`config.mk`:
```
export PLATFORM = sky130hd
export DESIGN_NAME = bdfc_top
export DESIGN_NICKNAME = d
export VERILOG_FILES = /design/src/logic/bdfc_pkg.sv /design/src/logic/bdfc_rate_gen.sv /design/src/logic/bdfc_rail.sv /design/src/logic/bdfc_top.sv
export SDC_FILE = /design/constraint.sdc
export NUM_CORES = 1
export LEC_CHECK = 0
export ABC_AREA = 1
export ABC_CLOCK_PERIOD_IN_PS = 5020
export BUFFER_PORTS_ARGS = -buffer_cell sky130_fd_sc_hd__buf_4
export CORE_ASPECT_RATIO = 0.9
export CORE_MARGIN = 1.5
export CORE_UTILIZATION = 39
export CTS_CLUSTER_DIAMETER = 30
export CTS_CLUSTER_SIZE = 16
export DETAILED_ROUTE_END_ITERATION = 10
export SETUP_SLACK_MARGIN = 0.3
export SLEW_MARGIN = 10
export SYNTH_ARGS = -nofsm -noshare
export SYNTH_HDL_FRONTEND = slang
export SYNTH_SLANG_ARGS = --single-unit
```
`constraint.sdc`:
```
create_clock -name mclk -period 5.02 [get_ports mclk]
set_clock_uncertainty 0.2 [all_clocks]
set_input_delay 0.502 -clock mclk [delete_from_list [all_inputs] [get_ports mclk]]
set_output_delay 0.502 -clock mclk [all_outputs]
set_load 0.02 [all_outputs]
```
`src/logic/bdfc_pkg.sv`:
```
// Shared constants and types for the buck scaling and fault control block
package bdfc_pkg;
  // Clock and timing
  localparam int CLK_MHZ = 20;
  localparam int CLK_PERIOD_NS = 50;
  localparam int PHASE_DELAY_NS = 100;
  // Least time, so round up to whole cycles
  localparam int PHASE_DELAY_CYC = (PHASE_DELAY_NS + CLK_PERIOD_NS - 1) / CLK_PERIOD_NS;
  localparam int SW_FREQ_KHZ = 2250;
  localparam int RESTART_MS = 100;
  // Restart delay counted in full-rate switching cycles
  localparam int RESTART_CYC = RESTART_MS * SW_FREQ_KHZ;
  localparam int RATE_ACC_W = 16;
  localparam logic [15:0] RATE_INC = 16'((SW_FREQ_KHZ * 65536) / (CLK_MHZ * 1000));
  localparam logic [4:0] OC_RUN_LEN = 5'h10;
  localparam int RESTART_W = 18;

  // Register offsets
  localparam logic [7:0] REG_CTRL = 8'h00;
  localparam logic [7:0] REG_CL_STATUS = 8'h01;
  localparam logic [7:0] REG_UV_STATUS = 8'h02;
  localparam logic [7:0] REG_MASK_RATE = 8'h03;
  localparam logic [7:0] REG_PHASE = 8'h04;
  localparam logic [7:0] REG_NORMAL_BASE = 8'h10;
  localparam logic [7:0] REG_SCALED_BASE = 8'h14;
  localparam logic [7:0] REG_TARGET_BASE = 8'h18;

  // Control register fields
  localparam int CTRL_POL = 0;
  localparam int CTRL_SCALE_EN = 1;
  localparam int CTRL_RAMP_LO = 2;
  localparam int CTRL_IRQ_UNMASK = 4;
  localparam int CTRL_UV_UNMASK = 5;
  localparam int CTRL_BYP_OC_MASK = 6;
  localparam int CTRL_R1_GOOD_MASK = 7;

  // Status register fields
  localparam int UV_LATCH = 0;
  localparam int UV_FAULT_STATE = 1;
  localparam int UV_BYPASS = 2;

  // Reset values
  localparam logic [7:0] CTRL_RST = 8'h30;
  localparam logic [7:0] MASK_RATE_RST = 8'h00;
  localparam logic [7:0] PHASE_RST = 8'h00;
  localparam logic [7:0] NORMAL_RST = 8'h80;
  localparam logic [7:0] SCALED_RST = 8'h60;

  // Synchronised pin vector layout
  localparam int PIN_MODE = 0;
  localparam int PIN_UVLO = 1;
  localparam int PIN_EXT = 2;
  localparam int PIN_LIMIT = 3;
  localparam int PIN_SHORT = 7;
  localparam int PIN_BYP3 = 11;
  localparam int PIN_BYP6 = 12;
  localparam int PIN_GOOD = 13;
  localparam int PIN_OVER = 17;
  localparam int PIN_SS = 21;
  localparam int PIN_W = 22;

  typedef enum logic [1:0] {
    BDFC_RUN = 2'b01,
    BDFC_FAULT = 2'b10
  } bdfc_state_t;
endpackage

```
`src/logic/bdfc_rate_gen.sv`:
```
// Switching clock edge generator: fractional divider giving rise and fall pulses
module bdfc_rate_gen (
  input wire logic mclk,
  input wire logic arst_n,
  output logic sw_rise,
  output logic sw_fall
);
  typedef struct packed {
    logic [bdfc_pkg::RATE_ACC_W-1:0] acc;
    logic rise;
    logic fall;
  } bdfc_rate_t;

  bdfc_rate_t s;
  bdfc_rate_t next_s;

  // Phase accumulator; its top bit is the switching clock, so jitter is one mclk
  always_comb begin
    next_s = s;
    next_s.acc = s.acc + bdfc_pkg::RATE_INC;
    next_s.rise = ~s.acc[bdfc_pkg::RATE_ACC_W-1] & next_s.acc[bdfc_pkg::RATE_ACC_W-1];
    next_s.fall = s.acc[bdfc_pkg::RATE_ACC_W-1] & ~next_s.acc[bdfc_pkg::RATE_ACC_W-1];
  end

  always_ff @(posedge mclk or negedge arst_n) begin
    if (!arst_n) begin
      s <= '0;
    end else begin
      s <= next_s;
    end
  end

  assign sw_rise = s.rise;
  assign sw_fall = s.fall;
endmodule

```
`src/logic/bdfc_rail.sv`:
```
// Per-rail switching timing: rate halving, edge choice, turn-on shift, overcurrent run
module bdfc_rail (
  input wire logic mclk,
  input wire logic arst_n,
  input wire logic sw_rise,
  input wire logic sw_fall,
  input wire logic half_rate,
  input wire logic edge_fall,
  input wire logic delay_on,
  input wire logic gate_off,
  input wire logic at_limit,
  input wire logic limit_clear,
  output logic hs_on,
  output logic overcurrent
);
  localparam int DW = bdfc_pkg::PHASE_DELAY_CYC;

  typedef struct packed {
    logic tog;
    logic [DW-1:0] dly;
    logic [4:0] run_cnt;
    logic hs_on;
    logic overcurrent;
  } bdfc_rail_t;

  bdfc_rail_t s;
  bdfc_rail_t next_s;

  always_comb begin
    logic rise_sel;
    logic fall_sel;
    logic edge_sel;
    rise_sel = 1'b0;
    fall_sel = 1'b0;
    edge_sel = 1'b0;
    next_s = s;
    next_s.hs_on = 1'b0;
    next_s.overcurrent = 1'b0;
    rise_sel = half_rate ? (sw_rise & ~s.tog) : sw_rise;
    fall_sel = half_rate ? (sw_rise & s.tog) : sw_fall;
    if (sw_rise) begin
      next_s.tog = ~s.tog;
    end
    edge_sel = edge_fall ? fall_sel : rise_sel;
    next_s.dly = {s.dly[DW-2:0], edge_sel & delay_on};
    next_s.hs_on = ~gate_off & (delay_on ? s.dly[DW-1] : edge_sel);
    if (limit_clear) begin
      next_s.run_cnt = 5'h00;
    end else if (rise_sel) begin
      if (!at_limit) begin
        next_s.run_cnt = 5'h00;
      end else if (s.run_cnt != bdfc_pkg::OC_RUN_LEN) begin
        next_s.run_cnt = s.run_cnt + 5'h01;
        next_s.overcurrent = (s.run_cnt + 5'h01) == bdfc_pkg::OC_RUN_LEN;
      end
    end
  end

  always_ff @(posedge mclk or negedge arst_n) begin
    if (!arst_n) begin
      s <= '0;
    end else begin
      s <= next_s;
    end
  end

  assign hs_on = s.hs_on;
  assign overcurrent = s.overcurrent;
endmodule

```
`src/logic/bdfc_top.sv`:
```
// Buck scaling, switching alignment and fault control with a plain register port
// Functional notes
// - target normal value, scaled value while scaling
// - ramp between targets at selected rate
// - hide good, overvolt, limit flags while ramping
// - turn-on shift delays high side 100 ns
// - edge select picks rising or falling edge
// - sixteen cycles at limit pull interrupt low
// - short shuts all rails, restarts after 100 ms
// - limit status latched until host reads
// - fault mask stops rail overcurrent faults
// - half rate select halves switching frequency
// - bypass keeps low side off, switch on
// - bypass good follows soft start done
// - bypass 3A detector latches status bit zero
// - bypass 6A shuts down, latches, restarts later
// - bypass disables rail one overvolt flag
// - mode pin sampled once at lockout release
// - enable pin polarity set by polarity bit
//
// Design decisions made here: the address-and-strobe port and the placing of the registers.
module bdfc_top #(
  parameter int unsigned RESTART_CYCLES = bdfc_pkg::RESTART_CYC
) (
  input wire logic mclk,
  input wire logic arst_n,
  input wire logic [7:0] reg_addr,
  input wire logic [7:0] reg_wdata,
  input wire logic reg_wr,
  input wire logic reg_rd,
  output logic [7:0] reg_rdata,
  input wire logic mode_pin,
  input wire logic uvlo_ok,
  input wire logic external_enable_pin,
  input wire logic [3:0] peak_at_limit,
  input wire logic [3:0] peak_short,
  input wire logic bypass_oc_detect,
  input wire logic bypass_shutdown_detect,
  input wire logic [3:0] rail_good_raw,
  input wire logic [3:0] rail_overvolt_raw,
  input wire logic softstart_done,
  output logic [31:0] voltage_target,
  output logic [3:0] rail_enable,
  output logic [3:0] high_side_on,
  output logic [3:0] low_side_enable,
  output logic bypass_switch_on,
  output logic bypass_mode,
  output logic [3:0] power_ok_flag,
  output logic [3:0] overvoltage_flag,
  output logic [3:0] current_limit_flag,
  output logic main_reset_out_n,
  output logic irq_n,
  output logic supply_fault_state
);
  typedef struct packed {
    logic [bdfc_pkg::PIN_W-1:0] sync1;
    logic [bdfc_pkg::PIN_W-1:0] sync2;
    logic mode_taken;
    logic uvlo_prev;
    logic bypass;
    logic [7:0] ctrl;
    logic [7:0] mask_rate;
    logic [7:0] phase;
    logic [3:0][7:0] normal;
    logic [3:0][7:0] scaled;
    logic [3:0][7:0] target;
    logic [3:0] cl_status;
    logic uv_status;
    bdfc_pkg::bdfc_state_t state;
    logic [bdfc_pkg::RESTART_W-1:0] restart_cnt;
    logic [2:0] ramp_cnt;
    logic [7:0] rdata;
    logic [3:0] rail_en;
    logic [3:0] ls_en;
    logic byp_on;
    logic [3:0] pok;
    logic [3:0] ovf;
    logic [3:0] clf;
    logic rst_n;
    logic irq_n;
  } bdfc_core_t;

  bdfc_core_t s;
  bdfc_core_t next_s;
  logic sw_rise;
  logic sw_fall;
  logic [3:0] oc_evt;
  logic [bdfc_pkg::PIN_W-1:0] pins_in;

  // Raw pin vector, every bit is asynchronous to mclk
  assign pins_in = {softstart_done, rail_overvolt_raw, rail_good_raw, bypass_shutdown_detect,
                    bypass_oc_detect, peak_short, peak_at_limit, external_enable_pin,
                    uvlo_ok, mode_pin};

  bdfc_rate_gen u_rate (
    .mclk(mclk),
    .arst_n(arst_n),
    .sw_rise(sw_rise),
    .sw_fall(sw_fall)
  );

  // One timing slice per rail; rail one is gated while it is a bypass switch
  genvar g;
  generate
    for (g = 0; g < 4; g++) begin : g_rail
      bdfc_rail u_rail (
        .mclk(mclk),
        .arst_n(arst_n),
        .sw_rise(sw_rise),
        .sw_fall(sw_fall),
        .half_rate(s.mask_rate[4 + g]),
        .edge_fall(s.phase[4 + g]),
        .delay_on(s.phase[g]),
        .gate_off(~s.rail_en[g] | (s.bypass & (g == 0))),
        .at_limit(s.sync2[bdfc_pkg::PIN_LIMIT + g]),
        .limit_clear(s.state == bdfc_pkg::BDFC_FAULT),
        .hs_on(high_side_on[g]),
        .overcurrent(oc_evt[g])
      );
    end
  endgenerate

  // Whole next-state computation
  always_comb begin
    logic [bdfc_pkg::PIN_W-1:0] p;
    logic ext_active;
    logic scaling;
    logic busy;
    logic ramp_step;
    logic [2:0] ramp_lim;
    logic [7:0] goal;
    logic [3:0] cl_set;
    logic [3:0] short_flt;
    logic byp_flt;
    logic fault_trig;
    logic [3:0] good_eff;
    logic [3:0] over_eff;
    logic [3:0] lim_eff;
    logic [7:0] rv;
    p = s.sync2;
    ext_active = 1'b0;
    scaling = 1'b0;
    busy = 1'b0;
    ramp_step = 1'b0;
    ramp_lim = 3'h0;
    goal = 8'h00;
    cl_set = 4'h0;
    short_flt = 4'h0;
    byp_flt = 1'b0;
    fault_trig = 1'b0;
    good_eff = 4'h0;
    over_eff = 4'h0;
    lim_eff = 4'h0;
    rv = 8'h00;
    next_s = s;

    // Two-stage synchroniser; only the second stage is read
    next_s.sync1 = pins_in;
    next_s.sync2 = s.sync1;

    // capture mode once at lockout release
    next_s.uvlo_prev = p[bdfc_pkg::PIN_UVLO];
    if (p[bdfc_pkg::PIN_UVLO] && !s.uvlo_prev && !s.mode_taken) begin
      next_s.mode_taken = 1'b1;
      next_s.bypass = p[bdfc_pkg::PIN_MODE];
    end

    ext_active = p[bdfc_pkg::PIN_EXT] ^ s.ctrl[bdfc_pkg::CTRL_POL];
    // scaling needs the bit and the pin
    scaling = s.ctrl[bdfc_pkg::CTRL_SCALE_EN] & ext_active;

    case (s.ctrl[bdfc_pkg::CTRL_RAMP_LO +: 2])
      2'h0: ramp_lim = 3'h0;
      2'h1: ramp_lim = 3'h1;
      2'h2: ramp_lim = 3'h3;
      default: ramp_lim = 3'h7;
    endcase
    ramp_step = sw_rise & (s.ramp_cnt >= ramp_lim);
    if (sw_rise) begin
      next_s.ramp_cnt = ramp_step ? 3'h0 : s.ramp_cnt + 3'h1;
    end

    for (int r = 0; r < 4; r++) begin
      // select target; steps up or down, so normal may sit above or below scaled
      goal = scaling ? s.scaled[r] : s.normal[r];
      if (s.target[r] != goal) begin
        busy = 1'b1;
        if (ramp_step) begin
          next_s.target[r] = (s.target[r] < goal) ? s.target[r] + 8'h01 : s.target[r] - 8'h01;
        end
      end
      if (s.bypass && r == 0) begin
        // bypass detector gated by its mask and unmask bits
        cl_set[r] = p[bdfc_pkg::PIN_BYP3] & ~s.ctrl[bdfc_pkg::CTRL_BYP_OC_MASK]
                    & s.ctrl[bdfc_pkg::CTRL_IRQ_UNMASK];
      end else begin
        short_flt[r] = p[bdfc_pkg::PIN_SHORT + r] & ~s.mask_rate[r];
        cl_set[r] = (oc_evt[r] | p[bdfc_pkg::PIN_SHORT + r]) & ~s.mask_rate[r];
      end
    end

    byp_flt = s.bypass & p[bdfc_pkg::PIN_BYP6] & s.ctrl[bdfc_pkg::CTRL_UV_UNMASK]
              & ~s.ctrl[bdfc_pkg::CTRL_R1_GOOD_MASK];
    fault_trig = (|short_flt) | byp_flt;

    // supply fault state and timed restart
    case (s.state)
      bdfc_pkg::BDFC_RUN: begin
        if (fault_trig) begin
          next_s.state = bdfc_pkg::BDFC_FAULT;
          next_s.restart_cnt = '0;
        end
      end
      bdfc_pkg::BDFC_FAULT: begin
        if (sw_rise) begin
          if (s.restart_cnt == bdfc_pkg::RESTART_W'(RESTART_CYCLES - 1)) begin
            next_s.state = bdfc_pkg::BDFC_RUN;
          end else begin
            next_s.restart_cnt = s.restart_cnt + 1'b1;
          end
        end
      end
      default: begin
        next_s.state = bdfc_pkg::BDFC_FAULT;
        next_s.restart_cnt = '0;
      end
    endcase

    // all rails off while in the fault state
    next_s.rail_en = {4{(next_s.state == bdfc_pkg::BDFC_RUN) & s.mode_taken}};
    // bypass keeps low side off and switch held on
    next_s.ls_en = next_s.rail_en & {3'h7, ~s.bypass};
    next_s.byp_on = next_s.rail_en[0] & s.bypass;

    // rail one good follows soft start in bypass
    good_eff = p[bdfc_pkg::PIN_GOOD +: 4];
    if (s.bypass) begin
      good_eff[0] = s.byp_on & p[bdfc_pkg::PIN_SS];
    end
    // no overvolt report on the bypass switch
    over_eff = p[bdfc_pkg::PIN_OVER +: 4] & {3'h7, ~next_s.bypass};
    lim_eff = p[bdfc_pkg::PIN_LIMIT +: 4];
    if (s.bypass) begin
      lim_eff[0] = p[bdfc_pkg::PIN_BYP3];
    end
    // flags hidden during a target transition
    next_s.pok = busy ? 4'hF : good_eff;
    next_s.ovf = busy ? 4'h0 : over_eff;
    next_s.clf = busy ? 4'h0 : lim_eff;
    next_s.rst_n = (next_s.state == bdfc_pkg::BDFC_RUN) & (&next_s.pok) & ~(|next_s.ovf);

    // Register read; status clears on read but a new set wins
    if (reg_addr == bdfc_pkg::REG_CTRL) begin
      rv = s.ctrl;
    end else if (reg_addr == bdfc_pkg::REG_CL_STATUS) begin
      rv = {4'h0, s.cl_status};
    end else if (reg_addr == bdfc_pkg::REG_UV_STATUS) begin
      rv = {5'h00, s.bypass, s.state == bdfc_pkg::BDFC_FAULT, s.uv_status};
    end else if (reg_addr == bdfc_pkg::REG_MASK_RATE) begin
      rv = s.mask_rate;
    end else if (reg_addr == bdfc_pkg::REG_PHASE) begin
      rv = s.phase;
    end else if (reg_addr[7:2] == bdfc_pkg::REG_NORMAL_BASE[7:2]) begin
      rv = s.normal[reg_addr[1:0]];
    end else if (reg_addr[7:2] == bdfc_pkg::REG_SCALED_BASE[7:2]) begin
      rv = s.scaled[reg_addr[1:0]];
    end else if (reg_addr[7:2] == bdfc_pkg::REG_TARGET_BASE[7:2]) begin
      rv = s.target[reg_addr[1:0]];
    end
    next_s.rdata = reg_rd ? rv : 8'h00;

    // latched until read, set beats clear
    if (reg_rd && reg_addr == bdfc_pkg::REG_CL_STATUS) begin
      next_s.cl_status = cl_set;
    end else begin
      next_s.cl_status = s.cl_status | cl_set;
    end
    // shutdown latch in the undervolt status
    if (reg_rd && reg_addr == bdfc_pkg::REG_UV_STATUS) begin
      next_s.uv_status = byp_flt;
    end else begin
      next_s.uv_status = s.uv_status | byp_flt;
    end
    // interrupt low while any latched event stands
    next_s.irq_n = ~((|next_s.cl_status) | next_s.uv_status);

    // Register write
    if (reg_wr) begin
      if (reg_addr == bdfc_pkg::REG_CTRL) begin
        next_s.ctrl = reg_wdata;
      end else if (reg_addr == bdfc_pkg::REG_MASK_RATE) begin
        next_s.mask_rate = reg_wdata;
      end else if (reg_addr == bdfc_pkg::REG_PHASE) begin
        next_s.phase = reg_wdata;
      end else if (reg_addr[7:2] == bdfc_pkg::REG_NORMAL_BASE[7:2]) begin
        next_s.normal[reg_addr[1:0]] = reg_wdata;
      end else if (reg_addr[7:2] == bdfc_pkg::REG_SCALED_BASE[7:2]) begin
        next_s.scaled[reg_addr[1:0]] = reg_wdata;
      end
    end
  end

  // State register; rails start off, targets start at the normal setting
  always_ff @(posedge mclk or negedge arst_n) begin
    if (!arst_n) begin
      s <= '0;
      s.ctrl <= bdfc_pkg::CTRL_RST;
      s.mask_rate <= bdfc_pkg::MASK_RATE_RST;
      s.phase <= bdfc_pkg::PHASE_RST;
      s.normal <= {4{bdfc_pkg::NORMAL_RST}};
      s.scaled <= {4{bdfc_pkg::SCALED_RST}};
      s.target <= {4{bdfc_pkg::NORMAL_RST}};
      s.state <= bdfc_pkg::BDFC_RUN;
      s.pok <= 4'hF;
      s.rst_n <= 1'b0;
      s.irq_n <= 1'b1;
    end else begin
      s <= next_s;
    end
  end

  // Outputs straight from the state register
  assign reg_rdata = s.rdata;
  assign voltage_target = s.target;
  assign rail_enable = s.rail_en;
  assign low_side_enable = s.ls_en;
  assign bypass_switch_on = s.byp_on;
  assign bypass_mode = s.bypass;
  assign power_ok_flag = s.pok;
  assign overvoltage_flag = s.ovf;
  assign current_limit_flag = s.clf;
  assign main_reset_out_n = s.rst_n;
  assign irq_n = s.irq_n;
  assign supply_fault_state = s.state == bdfc_pkg::BDFC_FAULT;
endmodule

```
==> impl_metrics.tcl <==
set metrics [dict create \
    status "finished clean" \
    drv_slew 0 \
    p_int_mw 6.08 \
    fmax_mhz 243 \
    p_leak_nw 9.21 \
    p_clk_share_pct 56.1 \
    h-tree-depth 3 \
    grt_max_degree 113 \
    cts_setup_buffers 0 \
    cts_buffer_depth 3 \
    wl_met3_um 2630 \
    startpoint_type "register" \
    ys_seq_area_share_pct 45.6 \
    regToRegSetupSlack_ns 0.90 \
    pwr-share-comb_pct 13.8 \
    crit_slowest_cell "o21ai_4" \
    wl_met2_um 18300 \
    rows 68 \
    finish.utilization_pct 49.2 \
    synth_area_um2 15200 \
    multi_input_area_um2 6740 \
    drtPass1Iterations 6 \
    switchingPower_mw 2.23 \
    wl_um 41400 \
    drive_above_1_share_pct 18.0 \
    dieHeight_um 190 \
    worstSetupEndpointType "register" \
    min_period_over_period_pct 82.1 \
    cp_num_buf_inv 0 \
    cpPeakStageDelay_ns 0.72 \
    hp-start "reg_wdata[4]" \
    synth.avg_cell_area_um2 8.43 \
    cts_sinks 276 \
    clock_latency_ns 0.57 \
    cp_max_fo 34 \
    period_needed_ns 4.12 \
    swShare_pct 26.8 \
    setup_viol 0 \
    vias_per_cell 4.93 \
    overflow 0 \
    grt_pass1_vias 12200 \
    post-route-drc-count 0 \
    routed.top_layer "met4" \
    numCtsBuffers 72 \
    tns_ns 0 \
    worstPathArrival_ns 4.38 \
    r2r-start "s[171]" \
    rsz0062_at_grt "false" \
    critical_path.top_delay_family "simple AND/OR/NAND/NOR gates" \
    powerDensity_nw_per_um2 440 \
    first_iter_violations 1052 \
    cts_tree "yes" \
    hold_violations 0 \
    hpwl_um 29600 \
    core_region_area_um2 38400 \
    drtAntennaViolNets 0 \
    p_seq_share_pct 30.0 \
    synth.net_count 1928 \
    tightest_slew_ns 0.965 \
    ios 111 \
    syn_to_final_growth_pct 24.0 \
    ys_seq_elements 276 \
    die_x_um 211 \
    crit_top_cell "nand2_1" \
    dieArea_um2 40200 \
    routedWlPerCell_um 16.5 \
    antenna_cells 0 \
    yosysWarningCount 0 \
    required_ns 5.27 \
    critPathKind "reg -> reg" \
    cap_violations 0 \
    grt_pass1_wl_um 67000 \
    ir_drop_v 0.000241 \
    fillers 3568 \
    seq_area_um2 6940 \
    routabilityCongestion 0.909 \
    initial_core_util_pct 39.7 \
    antenna_found_initial 0 \
    min_path_type "in -> reg" \
    clk_transition_reported_paths_ns 0.04 \
    crit_chain "o21ai_4, o21ai_0, ha_1, a21oi_1, nor2_1, nor3b_1, nand2_1, ha_1, nand3_1, nand3_1, nand2_1, nand2_1, a21oi_1, or2_2, nand3_1, nand2_1" \
    hold_depth 3 \
    m1WireLength_um 19400 \
    hold_end "s[143]" \
    r2r_cells 16 \
    via_count 12400 \
    synthCells 1804 \
    cp-startpoint "s[171]" \
    ctsRootBufferMaster "clkbuf_16" \
    synth_cell_types 51 \
    reg2reg_to "voltage_target[22]" \
    cts_resized 0 \
    portBuffers 110 \
    final_nets 2052 \
    track_usage_pct 21.4 \
    slew_headroom_pct 35.5 \
]
## metrics by stage
step / cell area, um^2 / setup slack, ns / hold WS, ns / power [mW] / cells
final: 18900 / 0.897 / 0.0154 / 8.30 / 2512
after global routing: 18900 / 0.456 / 0.00770 / 8.71 / 2512
after CTS: 18900 / 0.922 / 0.000751 / 8.39 / 2512
after detailed placement: 16100 / 0.927 / 0.135 / 3.67 / 2349
after global placement: 16100 / 1.05 / 0.132 / 3.63 / 2349
after floorplan: 15200 / 1.55 / 0.00641 / 3.33 / 1804
## tightest hold or removal path, cell delays in order
cell and delay, ns:
buf_4 0.13, nand2_1 0.07, o21ai_2 0.05
## cell families after synthesis
kind of cell | share of synthesized area, %
compound gates | 10.8
buf+inv | 10.2
simple gates | 23.2
xor+xnor | 3.11
flops | 45.6
mux | 0.140
fa+ha+maj | 6.94
## sequential cells by signal (all words and copies together) (netlist names), 2 cells and up
| signal | count |
|---|---|
| s | 139 |
| voltage_target | 32 |
| g_rail.u_rail.s | 28 |
| next_s | 23 |
| u_rate.s | 14 |
| reg_rdata | 8 |
| current_limit_flag | 4 |
| g_rail.u_rail.hs_on | 4 |
| g_rail.u_rail.next_s | 4 |
| g_rail.u_rail.overcurrent | 4 |
| overvoltage_flag | 4 |
| power_ok_flag | 4 |
| low_side_enable | 2 |
## layout by cell type, fill, tap and decap left out, drive strengths merged, types with 2 or more instances in the layout
cell type	Yosys	routed
nand3b	7	7
or2	8	8
o21ai	179	179
xor2	35	35
o31ai	2	2
inv	212	217
nand3	111	111
clkinvlp	0	9
dlygate4sd3	0	30
bufinv	0	9
clkinv	1	19
dfstp	24	24
a21boi	5	5
o211ai	7	7
nor2	169	169
xnor2	19	19
o22a	2	2
nand4	22	22
dfrtp	252	252
buf	94	121
nor3b	4	4
nor3	17	17
nor4	3	3
o22ai	17	17
a2bb2oi	2	2
clkbuf	7	92
nand2	448	448
ha	78	78
a21oi	67	67
fa	4	4
## final cells by class
type                       instances  share of cell area (%)
clock buffer                      92                    10.5
tap                              525                    3.48
sequential                       276                    36.8
inverter                         213                    4.28
clock inverter                    41                    2.74
timing repair buffer             151                    6.51
multi-input combinational       1214                    35.7
## timing repair
item | CTS | global route
hold buffers | 30 | 0
endpoints found under the hold margin | 146 | 0
endpoints found under the setup margin | 0 | 0
## Yosys cell counts (all sizes together)
cell	n	area, um^2
a21boi	5	37.5
mux2i	1	10.0
o211ai	7	52.6
dfstp	24	631
o31ai	2	15.0
nor4	3	18.8
xnor2	19	166
nor3	17	101
nand3b	7	52.6
a2bb2oi	2	17.5
nand3	111	568
nor3b	4	30.0
o21a	1	7.51
o22ai	17	106
fa	4	80.1
o21bai	1	7.51
a22oi	1	7.51
or2	8	50.1
clkbuf	7	26.3
nor2	169	813
nand2	448	1760
and2	1	6.26
o41ai	1	8.76
clkinv	1	3.75
mux2	1	11.3
a21oi	67	343
buf	94	714
dfrtp	252	6310
o21ai	179	1020
nand4	22	138
ha	78	976
a211oi	1	7.51
inv	212	803
o22a	2	17.5
xor2	35	307
## per-layer routing
metal  track usage (%)  vias up
met5                 0        -
met4              8.08        0
met3              5.55       84
met2              32.0      346
met1              29.7     5884
li1                  -     6063
## worst max path at each step
stage	slack [ns]	cells past startpoint	end
2_1_floorplan	1.55	18	voltage_target[22]
3_3_place_gp	1.05	18	voltage_target[30]
3_5_place_dp	0.93	16	voltage_target[22]
4_1_cts	0.92	16	voltage_target[22]
5_1_grt	0.46	18	voltage_target[31]
6_report	0.90	16	voltage_target[22]
## power groups by stage
stage / sequential, mW / clock (mW) / combinational, mW
finish: 2.49 / 4.66 / 1.15
global route: 2.51 / 4.88 / 1.32
CTS: 2.50 / 4.73 / 1.16
detailed placement: 2.53 / 0 / 1.14
global placement: 2.52 / 0 / 1.11
floorplan: 2.47 / 0 / 0.866
Note: power is estimated with default switching activity, not from simulation.
